### config.mk
export PLATFORM = sky130hd
export DESIGN_NAME = atfc_device_flat
export DESIGN_NICKNAME = d
export VERILOG_FILES = /design/src/logic/atfc_pkg.sv /design/src/logic/atfc_link_if.sv /design/src/logic/atfc_device.sv /design/src/flat_wrapper.sv
export SDC_FILE = /design/constraint.sdc
export NUM_CORES = 1
export LEC_CHECK = 0
export BUFFER_PORTS_ARGS = -buffer_cell sky130_fd_sc_hd__buf_4
export CAP_MARGIN = 5
export CORE_UTILIZATION = 40
export CTS_CLUSTER_SIZE = 12
export DETAILED_ROUTE_END_ITERATION = 10
export PLACE_DENSITY = 0.57
export SYNTH_ARGS = -nofsm -noshare
export SYNTH_HDL_FRONTEND = slang
export SYNTH_SLANG_ARGS = --single-unit
### constraint.sdc
create_clock -name pclk -period 11.1 [get_ports pclk]
set_clock_uncertainty 0.15 [all_clocks]
set_input_delay 1.665 -clock pclk [delete_from_list [all_inputs] [get_ports pclk]]
set_output_delay 1.665 -clock pclk [all_outputs]
set_load 0.01 [all_outputs]
### src/logic/atfc_pkg.sv
// atfc_pkg: frame constants shared by both ends of the command codec
// assumes one 10 MHz clock and byte-wide streams between the two ends
package atfc_pkg;
  // --------------------------------------------------------------------
  // frame bytes and types
  // --------------------------------------------------------------------
  localparam logic [7:0]  frame_delim   = 8'h7e; // start of every frame
  localparam logic [7:0]  sum_base      = 8'hff; // checksum is this - sum
  localparam logic [7:0]  type_loc_req  = 8'h08; // local request, apply
  localparam logic [7:0]  type_loc_qreq = 8'h09; // local request, queued
  localparam logic [7:0]  type_loc_rsp  = 8'h88; // local response
  localparam logic [7:0]  type_rem_req  = 8'h17; // remote request
  localparam logic [7:0]  type_rem_rsp  = 8'h97; // remote response
  // --------------------------------------------------------------------
  // byte offsets within a frame
  // --------------------------------------------------------------------
  localparam logic [15:0] ofs_len_hi    = 16'h0001;
  localparam logic [15:0] ofs_len_lo    = 16'h0002;
  localparam logic [15:0] ofs_type      = 16'h0003; // first summed byte
  localparam logic [15:0] ofs_tag       = 16'h0004;
  localparam logic [15:0] ofs_lcmd      = 16'h0005; // local command name
  localparam logic [15:0] ofs_status    = 16'h0007;
  localparam logic [15:0] ofs_lparam    = 16'h0007; // local param 7/data 8
  localparam logic [15:0] ofs_ldata     = 16'h0008;
  localparam logic [15:0] ofs_dest64    = 16'h0005;
  localparam logic [15:0] ofs_dest16    = 16'h000d;
  localparam logic [15:0] ofs_opts      = 16'h000f;
  localparam logic [15:0] ofs_rcmd      = 16'h0010;
  localparam logic [15:0] ofs_rparam    = 16'h0012;
  localparam logic [15:0] loc_req_len   = 16'h0004; // type,tag,cmd
  localparam logic [15:0] rem_req_len   = 16'h000f; // up to options+cmd
  localparam logic [15:0] rsp_len       = 16'h0005; // type,tag,cmd,status
  localparam logic [15:0] val_bytes     = 16'h0002; // stored value width
  // --------------------------------------------------------------------
  // status codes, option bits, commands
  // --------------------------------------------------------------------
  localparam logic [7:0]  st_ok         = 8'h00;
  localparam logic [7:0]  st_error      = 8'h01;
  localparam logic [7:0]  st_bad_cmd    = 8'h02;
  localparam logic [7:0]  st_bad_param  = 8'h03;
  localparam int          opt_no_ack    = 0;     // bit 0
  localparam int          opt_apply     = 1;     // bit 1
  localparam int          opt_secure    = 4;     // bit 4
  localparam logic [7:0]  opt_used_mask = 8'h13; // reserved bits stay 0
  localparam logic [15:0] apply_changes_cmd     = 16'h4143;
  localparam logic [15:0] network_discovery_cmd = 16'h4e44;
  localparam logic [1:0]  discover_frames       = 2'h2; // replies per scan
  // --------------------------------------------------------------------
  // host register map (apb byte addresses)
  // --------------------------------------------------------------------
  localparam logic [7:0]  reg_ctrl      = 8'h00; // bit0 send
  localparam logic [7:0]  reg_req       = 8'h04; // type,tag,cmd
  localparam logic [7:0]  reg_dst_hi    = 8'h08;
  localparam logic [7:0]  reg_dst_lo    = 8'h0c;
  localparam logic [7:0]  reg_dst_opt   = 8'h10; // dest16,opts,plen
  localparam logic [7:0]  reg_param     = 8'h14;
  localparam logic [7:0]  reg_stat      = 8'h18;
  localparam logic [7:0]  reg_rdata     = 8'h1c;
endpackage : atfc_pkg

### src/logic/atfc_link_if.sv
// atfc_link_if: byte streams between host and device, one each way
// assumes both ends share pclk; valid/ready handshake on every byte
`timescale 1ns/1ps
interface atfc_link_if (
  input wire logic pclk,
  input wire logic presetn
);
  logic [7:0] h2d_data;  // host to device byte
  logic       h2d_valid;
  logic       h2d_ready;
  logic [7:0] d2h_data;  // device to host byte
  logic       d2h_valid;
  logic       d2h_ready;
  modport dev (input h2d_data, h2d_valid, d2h_ready,
               output h2d_ready, d2h_data, d2h_valid);
  modport host (output h2d_data, h2d_valid, d2h_ready,
                input h2d_ready, d2h_data, d2h_valid);
endinterface : atfc_link_if

### src/logic/atfc_device.sv
// atfc_device: command engine end; checks request frames, keeps settings,
// builds response frames. assumes host traffic on the link interface.
// Operation
// - local requests answered with type 0x88
// - zero tag suppresses the local response
// - discovery command yields two response frames
// - delimiter then 16-bit length of body
// - checksum is 0xff minus body sum
// - response echoes request tag at offset 4
// - command name at offset 5, both directions
// - status byte at offset 7, codes 0-3
// - set requests answered without data bytes
// - queries answered with the current value
// - type 0x17 is a remote command request
// - remote tag at 4, zero means silent
// - host puts 64-bit destination at 5
// - host puts 16-bit destination at 13
// - option bits: no ack, apply, secure
// - host zeroes reserved option bits
// - unapplied writes held until apply; one pend slot only, a later queued write replaces the pending one
// - remote command at 16, param from 18
// - secure only after session established; no session is tracked, opt_secure_req follows the bit as sent
// - remote answer is type 0x97 with tag
// - host sends remote requests unicast only; the host sends any destination as software wrote it, unchecked
`timescale 1ns/1ps
module atfc_device
  import atfc_pkg::*;
(
  // clock and reset
  input  wire logic        pclk,
  input  wire logic        presetn,
  // link to host
  atfc_link_if.dev         link,
  // settings updates to the radio side
  output logic             set_strobe,
  output logic [2:0]       set_index,
  output logic [15:0]      set_value,
  // request options and errors
  output logic             opt_secure_req,
  output logic             opt_no_ack_req,
  output logic             bad_frame
);
  // ----------------------------------------------------------------------
  // state
  // ----------------------------------------------------------------------
  typedef enum logic [2:0] {
    ST_HUNT  = 3'b000, // wait for delimiter
    ST_LENH  = 3'b001,
    ST_LENL  = 3'b010,
    ST_BODY  = 3'b011,
    ST_SUM   = 3'b100, // checksum byte
    ST_SEND  = 3'b101  // response out, input stalled
  } atfc_dev_st_e;

  typedef struct packed {
    atfc_dev_st_e     st;
    logic [15:0]      len;      // body length from header
    logic [15:0]      idx;      // byte offset of next input byte
    logic [7:0]       sum;      // running body sum
    logic [7:0]       typ;
    logic [7:0]       tag;
    logic [15:0]      cmd;
    logic [7:0]       opts;
    logic [15:0]      pcnt;     // parameter bytes seen
    logic [15:0]      pval;     // last two parameter bytes
    logic [7:0][15:0] vals;     // live settings
    logic             pend;     // a queued write waits
    logic [2:0]       pidx;
    logic [15:0]      pv;
    logic [7:0]       rtyp;     // response type
    logic [7:0]       rstat;
    logic             rquery;   // response carries data
    logic [15:0]      rlen;
    logic [1:0]       rleft;    // extra frames still owed
    logic [15:0]      tidx;
    logic [7:0]       tsum;
    logic             txv;
    logic [7:0]       txd;
    logic             rdy;
    logic             sstb;
    logic [2:0]       sidx;
    logic [15:0]      sval;
    logic             sec;
    logic             noack;
    logic             bad;
  } atfc_dev_s;

  atfc_dev_s s;      // registered state
  atfc_dev_s next_s; // next state

  logic fire_in;  // byte taken from host
  logic fire_out; // byte taken by host
  assign fire_in  = link.h2d_valid & s.rdy;
  assign fire_out = s.txv & link.d2h_ready;

  // ----------------------------------------------------------------------
  // response byte at a given offset
  // ----------------------------------------------------------------------
  function automatic logic [7:0] rsp_byte(input atfc_dev_s c);
    logic [15:0] v;
    v = c.vals[c.cmd[2:0]];
    rsp_byte = 8'h00;
    case (c.tidx)
      16'h0000:   rsp_byte = frame_delim;
      ofs_len_hi: rsp_byte = c.rlen[15:8];
      ofs_len_lo: rsp_byte = c.rlen[7:0];
      ofs_type:   rsp_byte = c.rtyp;
      ofs_tag:    rsp_byte = c.tag;
      ofs_lcmd:   rsp_byte = c.cmd[15:8];
      16'h0006:   rsp_byte = c.cmd[7:0];
      ofs_status: rsp_byte = c.rstat;
      ofs_ldata:  rsp_byte = v[15:8];
      16'h0009:   rsp_byte = v[7:0];
      default:    rsp_byte = 8'h00;
    endcase
    if (c.tidx == c.rlen + 16'h0003) begin
      rsp_byte = sum_base - c.tsum;
    end
  endfunction : rsp_byte

  // ----------------------------------------------------------------------
  // next state
  // ----------------------------------------------------------------------
  always_comb begin
    logic        remote;
    logic        local_req;
    logic [15:0] cofs;
    logic [15:0] pofs;
    logic [2:0]  ci;
    logic        wr;
    logic        now;
    next_s   = s;
    remote   = (s.typ == type_rem_req);
    local_req = (s.typ == type_loc_req) | (s.typ == type_loc_qreq);
    cofs     = remote ? ofs_rcmd : ofs_lcmd;
    pofs     = remote ? ofs_rparam : ofs_lparam;
    ci       = s.cmd[2:0];
    wr       = 1'b0;
    now      = 1'b0;
    next_s.sstb = 1'b0;
    next_s.bad  = 1'b0;
    case (s.st)
      ST_HUNT: begin
        if (fire_in && link.h2d_data == frame_delim) begin
          next_s.st = ST_LENH;
        end
      end
      ST_LENH: begin
        if (fire_in) begin
          next_s.len[15:8] = link.h2d_data;
          next_s.st = ST_LENL;
        end
      end
      ST_LENL: begin
        if (fire_in) begin
          next_s.len[7:0] = link.h2d_data;
          next_s.idx  = ofs_type;
          next_s.sum  = 8'h00;
          next_s.typ  = 8'h00;
          next_s.tag  = 8'h00;
          next_s.opts = 8'h00;
          next_s.pcnt = 16'h0000;
          next_s.pval = 16'h0000;
          // empty body goes straight to checksum
          next_s.st = ({s.len[15:8], link.h2d_data} == 16'h0000) ?
                      ST_SUM : ST_BODY;
        end
      end
      ST_BODY: begin
        if (fire_in) begin
          next_s.sum = s.sum + link.h2d_data;
          if (s.idx == ofs_type) next_s.typ = link.h2d_data;
          if (s.idx == ofs_tag) next_s.tag = link.h2d_data;
          if (s.idx == cofs) next_s.cmd[15:8] = link.h2d_data;
          if (s.idx == cofs + 16'h0001) begin
            next_s.cmd[7:0] = link.h2d_data;
          end
          if (remote && s.idx == ofs_opts) begin
            next_s.opts = link.h2d_data;
          end
          if (s.idx >= pofs && s.idx > ofs_tag) begin
            next_s.pcnt = s.pcnt + 16'h0001;
            next_s.pval = {s.pval[7:0], link.h2d_data};
          end
          next_s.idx = s.idx + 16'h0001;
          if (s.idx == s.len + 16'h0002) next_s.st = ST_SUM;
        end
      end
      ST_SUM: begin
        if (fire_in) begin
          next_s.st = ST_HUNT;
          if (s.sum + link.h2d_data != sum_base) begin
            next_s.bad = 1'b1;
          end else if (local_req || remote) begin
            // parameter wider than a stored value is refused
            next_s.rstat = (s.pcnt > val_bytes) ? st_bad_param : st_ok;
            wr  = (s.pcnt != 16'h0000) && (s.pcnt <= val_bytes);
            now = (s.typ == type_loc_req) ||
                  (remote && s.opts[opt_apply]);
            if (remote) begin
              next_s.sec   = s.opts[opt_secure];
              next_s.noack = s.opts[opt_no_ack];
            end
            // pending write goes live on apply command or any applying request
            if (s.pend && (now || s.cmd == apply_changes_cmd)) begin
              next_s.vals[s.pidx] = s.pv;
              next_s.pend = 1'b0;
              next_s.sstb = 1'b1;
              next_s.sidx = s.pidx;
              next_s.sval = s.pv;
            end
            if (wr && now) begin
              next_s.vals[ci] = s.pval;
              next_s.sstb = 1'b1;
              next_s.sidx = ci;
              next_s.sval = s.pval;
            end else if (wr) begin
              next_s.pend = 1'b1;
              next_s.pidx = ci;
              next_s.pv   = s.pval;
            end
            next_s.rquery = (s.pcnt == 16'h0000);
            next_s.rlen   = (s.pcnt == 16'h0000) ?
                            rsp_len + val_bytes : rsp_len;
            next_s.rtyp   = remote ? type_rem_rsp : type_loc_rsp;
            next_s.rleft  = (s.cmd == network_discovery_cmd) ?
                            discover_frames - 2'h1 : 2'h0;
            next_s.tidx   = 16'h0000;
            next_s.tsum   = 8'h00;
            if (s.tag != 8'h00) next_s.st = ST_SEND;
          end
        end
      end
      ST_SEND: begin
        if (!s.txv || fire_out) begin
          if (s.tidx > s.rlen + 16'h0003) begin
            next_s.txv = 1'b0;
            if (s.rleft != 2'h0) begin
              next_s.rleft = s.rleft - 2'h1;
              next_s.tidx  = 16'h0000;
              next_s.tsum  = 8'h00;
            end else begin
              next_s.st = ST_HUNT;
            end
          end else begin
            next_s.txv  = 1'b1;
            next_s.txd  = rsp_byte(s);
            next_s.tidx = s.tidx + 16'h0001;
            if (s.tidx >= ofs_type) begin
              next_s.tsum = s.tsum + rsp_byte(s);
            end
          end
        end
      end
      default: next_s.st = ST_HUNT;
    endcase
    // input stalls while a response is going out
    next_s.rdy = (next_s.st != ST_SEND);
  end

  // ----------------------------------------------------------------------
  // state register
  // ----------------------------------------------------------------------
  always_ff @(posedge pclk or negedge presetn) begin
    if (!presetn) begin
      s <= '0;
    end else begin
      s <= next_s;
    end
  end

  // outputs straight from the state flops
  assign link.h2d_ready = s.rdy;
  assign link.d2h_valid = s.txv;
  assign link.d2h_data  = s.txd;
  assign set_strobe     = s.sstb;
  assign set_index      = s.sidx;
  assign set_value      = s.sval;
  assign opt_secure_req = s.sec;
  assign opt_no_ack_req = s.noack;
  assign bad_frame      = s.bad;
endmodule : atfc_device

### src/flat_wrapper.sv
// flat-port wrapper written by rule: the top's interface ports become plain ports
module atfc_device_flat import atfc_pkg::*;
  (pclk, presetn, set_strobe, set_index, set_value, opt_secure_req, opt_no_ack_req, bad_frame, link_h2d_data, link_h2d_valid, link_d2h_ready, link_h2d_ready, link_d2h_data, link_d2h_valid);
  atfc_link_if link_i (.pclk(pclk), .presetn(presetn));
  input  wire logic pclk;
  input  wire logic presetn;
  output logic set_strobe;
  output logic [2:0] set_index;
  output logic [15:0] set_value;
  output logic opt_secure_req;
  output logic opt_no_ack_req;
  output logic bad_frame;
  input wire logic [$bits(link_i.h2d_data)-1:0] link_h2d_data;
  input wire logic [$bits(link_i.h2d_valid)-1:0] link_h2d_valid;
  input wire logic [$bits(link_i.d2h_ready)-1:0] link_d2h_ready;
  output wire logic [$bits(link_i.h2d_ready)-1:0] link_h2d_ready;
  output wire logic [$bits(link_i.d2h_data)-1:0] link_d2h_data;
  output wire logic [$bits(link_i.d2h_valid)-1:0] link_d2h_valid;
  assign link_i.h2d_data = link_h2d_data;
  assign link_i.h2d_valid = link_h2d_valid;
  assign link_i.d2h_ready = link_d2h_ready;
  assign link_h2d_ready = link_i.h2d_ready;
  assign link_d2h_data = link_i.d2h_data;
  assign link_d2h_valid = link_i.d2h_valid;
  atfc_device u_core (.pclk(pclk), .presetn(presetn), .link(link_i), .set_strobe(set_strobe), .set_index(set_index), .set_value(set_value), .opt_secure_req(opt_secure_req), .opt_no_ack_req(opt_no_ack_req), .bad_frame(bad_frame));
endmodule
==> reports/metrics.yaml <==
logic_synthesis:
  netlist_top_cells_area: "sky130_fd_sc_hd__dfrtp_1 (45%), sky130_fd_sc_hd__mux2i_1 (8.4%), sky130_fd_sc_hd__o21ai_0 (5.2%)"
  main_combinational_cell_family_by_area_after_synthesis: "multiplexers"
  main_flop_type_after_synthesis: "sky130_fd_sc_hd__dfrtp_1"
  yosys-mux-area-fraction: 0.163
  yosys.area_share.adder: 0.0273
  synth_top_cell_area_share: 0.448
  synthesis.yosys.warnings: 0
  post_synth_instance_area_mm2: 0.0180
  post_synth_xor_area_fraction: 0.0219
  syn_avg_cell_area_um2: 10.2
  synth.largest_area_cell: "sky130_fd_sc_hd__dfrtp_1"
  top_cells_by_count_synth: "sky130_fd_sc_hd__dfrtp_1 (322), sky130_fd_sc_hd__nand2_1 (231), sky130_fd_sc_hd__o21ai_0 (188)"
  syn_inst: 1767
  postSynth.asyncResetShare: 1.00
  synth_seq_area_share: 0.448
  post_synth_num_cell_types: 77
  synth-edff-count: 0
  synth-compound-area-share: 0.148
  synth.net_count: 1817
  synth-seq-cells: 322
  synth_simple_gate_area_share: 0.141
  top_count_cell_post_synth: "sky130_fd_sc_hd__dfrtp_1"
final_layout:
  area_growth_syn_to_layout_pct: 11.2
  final_area_mm2: 0.0200
  n_antenna_cell: 0
  post_route_cells_drive_above_1_share: 0.150
  fill_cells: 4170
  number_of_nets_in_the_layout: 1775
clock_network:
  cts.htree.levels: 2
  skew_pair_late_insertion_delay_ns: 0.56
  postCtsSetupBuffers: 0
  clock_sinks: 322
  tritoncts: "done"
  postCtsHoldBufs: 0
  clock_tree.buffer_depth: 3
  cts_made_buffers: 40
  clk_root_buffer_cell: "sky130_fd_sc_hd__clkbuf_16"
  cts_resized: 0
  path_clk_slew_ns: 0.06
critical_path:
  timing.rr.start: "u_core.s[280]"
  reg2reg_setup_slack_ns: 6.42
  worstPathMaxFanout: 22
  worstReg2RegEnd: "u_core.s[40]"
  worst_ep_arrival_time_ns: 5.75
  cp_data_required_time_ns: 11.38
  reg2regPathDepth: 14
  crit_path_end: "u_core.set_value[6]"
  worst_setup_path_start_kind: "primary input"
  category_of_the_most_critical_setup_path: "in -> reg"
  worstSetupStartpoint: "link_h2d_data[0]"
  cp-end-kind: "flip-flop"
min_path:
  worst_hold_path_type: "reg -> reg"
  timing.hold.worst.start: "u_core.s[76]"
  holdPathStages: 2
die:
  fp.dieW_um: 214
  num_rows: 77
  floorplan_die_height_um: 214
  floorplan.initialDensity: 0.406
  floorplan.die_area_mm2: 0.0458
  floorplan_core_area_mm2: 0.0442
  pin_count: 45
sta:
  unrepaired_setup_endpoints_after_global_routing: "false"
  max_slew.worst_pin.slew_ns: 1.24
  finalSetupViolCount: 0
  drv_slew: 0
  hold_viol: 0
  timing.hold.ws_ns: 0.321
  slew-limit-headroom: 0.174
  fmax_mhz: 183
  min_period_ns: 5.47
  final_min_period_over_clock_period: 0.492
  setup_tns_ns: 0
route:
  drc: 0
  routed_via_density: 5.79
  drt-total-wl_um: 52000
  detail_route.wl_per_cell_um: 22.1
  vias: 13600
  drt_pass1_iterations: 6
  iter_0_drt_violations: 1125
  antenna_left: 0
status:
  status: "finished clean"
global_routing:
  grt_antenna_before_repair: 0
  grt_pass1_vias: 13600
  track_usage: 0.230
  grt_pass1_wl_um: 81800
  gr-total-overflow: 0
  largest_net_degree_at_the_start_of_global_routing: 128
place:
  buffer_ports.inserted: 44
  detailed_place.area_mm2: 0.0186
  gpl.final_weighted_congestion: 0.850
  place_hpwl_um: 33500
job:
  max-cap-violations: 0
power_and_ir_drop:
  ir_drop_mv: 0.123
  p_per_area_mw_per_mm2: 195
  leak_pwr_nw: 8.33
==> how the worst min path moves through the flow <==
stage,to,slack (ns)
after detailed placement,u_core.s[76],0.31
after floorplan,u_core.s[76],0.29
after global placement,u_core.s[174],0.31
after global routing,u_core.s[236],0.35
final,u_core.s[76],0.32
after CTS,u_core.s[76],0.32
==> metrics by stage <==
step / total power [mW] / std cells / util / worst slack, ns
floorplan: 2.24 / 1767 / - / 6.46
global placement: 2.53 / 2275 / 0.422 / 5.33
detailed placement: 2.56 / 2275 / 0.422 / 5.18
CTS: 3.92 / 2347 / 0.452 / 5.75
global route: 4.10 / 2347 / 0.452 / 5.51
finish: 3.89 / 2347 / 0.452 / 5.63
==> critical path, cell delays in order <==
cell	delay, ns
sky130_fd_sc_hd__buf_4	0.17
sky130_fd_sc_hd__ha_1	0.23
sky130_fd_sc_hd__inv_1	0.07
sky130_fd_sc_hd__fa_1	0.41
sky130_fd_sc_hd__nor2b_1	0.22
sky130_fd_sc_hd__o2111a_1	0.25
sky130_fd_sc_hd__a211oi_1	0.09
sky130_fd_sc_hd__nor3_1	0.74
sky130_fd_sc_hd__and2_1	0.98
sky130_fd_sc_hd__o21ai_2	0.52
sky130_fd_sc_hd__a22o_1	0.38
==> flip-flops by register name, indices dropped and copies added, names as in the netlist <==
name                   cells
u_core.bad_frame           1
u_core.link.d2h_data       8
u_core.link.d2h_valid      1
u_core.link.h2d_ready      1
u_core.opt_no_ack_req      1
u_core.opt_secure_req      1
u_core.s                 289
u_core.set_index           3
u_core.set_strobe          1
u_core.set_value          16
==> cell families after synthesis <==
| kind of cell | count (synthesis) |
|---|---|
| muxes | 243 |
| buffers and inverters | 201 |
| and+or+nand+nor | 510 |
| adders and majority gates | 38 |
| xor gates and xnor gates | 45 |
| DFF | 322 |
| AOI/OAI and AO/OA | 408 |
==> per-layer routing <==
| layer | vias up | GRT usage | wire length, um |
|---|---|---|---|
| li1 | 6320 | - | - |
| met4 | 0 | 0.0849 | 1550 |
| met3 | 84 | 0.0421 | 2510 |
| met1 | 6867 | 0.324 | 24600 |
| met5 | - | 0 | 0 |
| met2 | 309 | 0.350 | 23300 |
==> cell usage in the layout (no fill, tap or decap), types with 32 or more instances in the layout <==
| cell type | n |
|---|---|
| sky130_fd_sc_hd__nor2_1 | 71 |
| sky130_fd_sc_hd__inv_1 | 36 |
| sky130_fd_sc_hd__a22o_1 | 70 |
| sky130_fd_sc_hd__buf_4 | 79 |
| sky130_fd_sc_hd__mux2i_1 | 150 |
| sky130_fd_sc_hd__mux2_2 | 45 |
| sky130_fd_sc_hd__nand2_1 | 230 |
| sky130_fd_sc_hd__ha_1 | 36 |
| sky130_fd_sc_hd__clkbuf_16 | 41 |
| sky130_fd_sc_hd__nand3_1 | 32 |
| sky130_fd_sc_hd__dfrtp_1 | 320 |
| sky130_fd_sc_hd__o21ai_0 | 188 |
==> cell type report <==
type	count	area [um^2]	area share
multi-input cells	1244	9090	0.455
flip-flops and latches	322	8060	0.403
clock buffers	56	1150	0.0577
well taps	592	741	0.0371
repair buffers	80	608	0.0304
clock inverters	16	188	0.00939
inverters	37	139	0.00695
==> power by group <==
part	total, mW	internal (mW)	switching, mW
Sequential	1.57	1.32	0.252
Combinational	0.976	0.408	0.568
Clock	1.34	0.817	0.525
Total	3.89	2.55	1.35
Power figures use the tool's default switching activity.
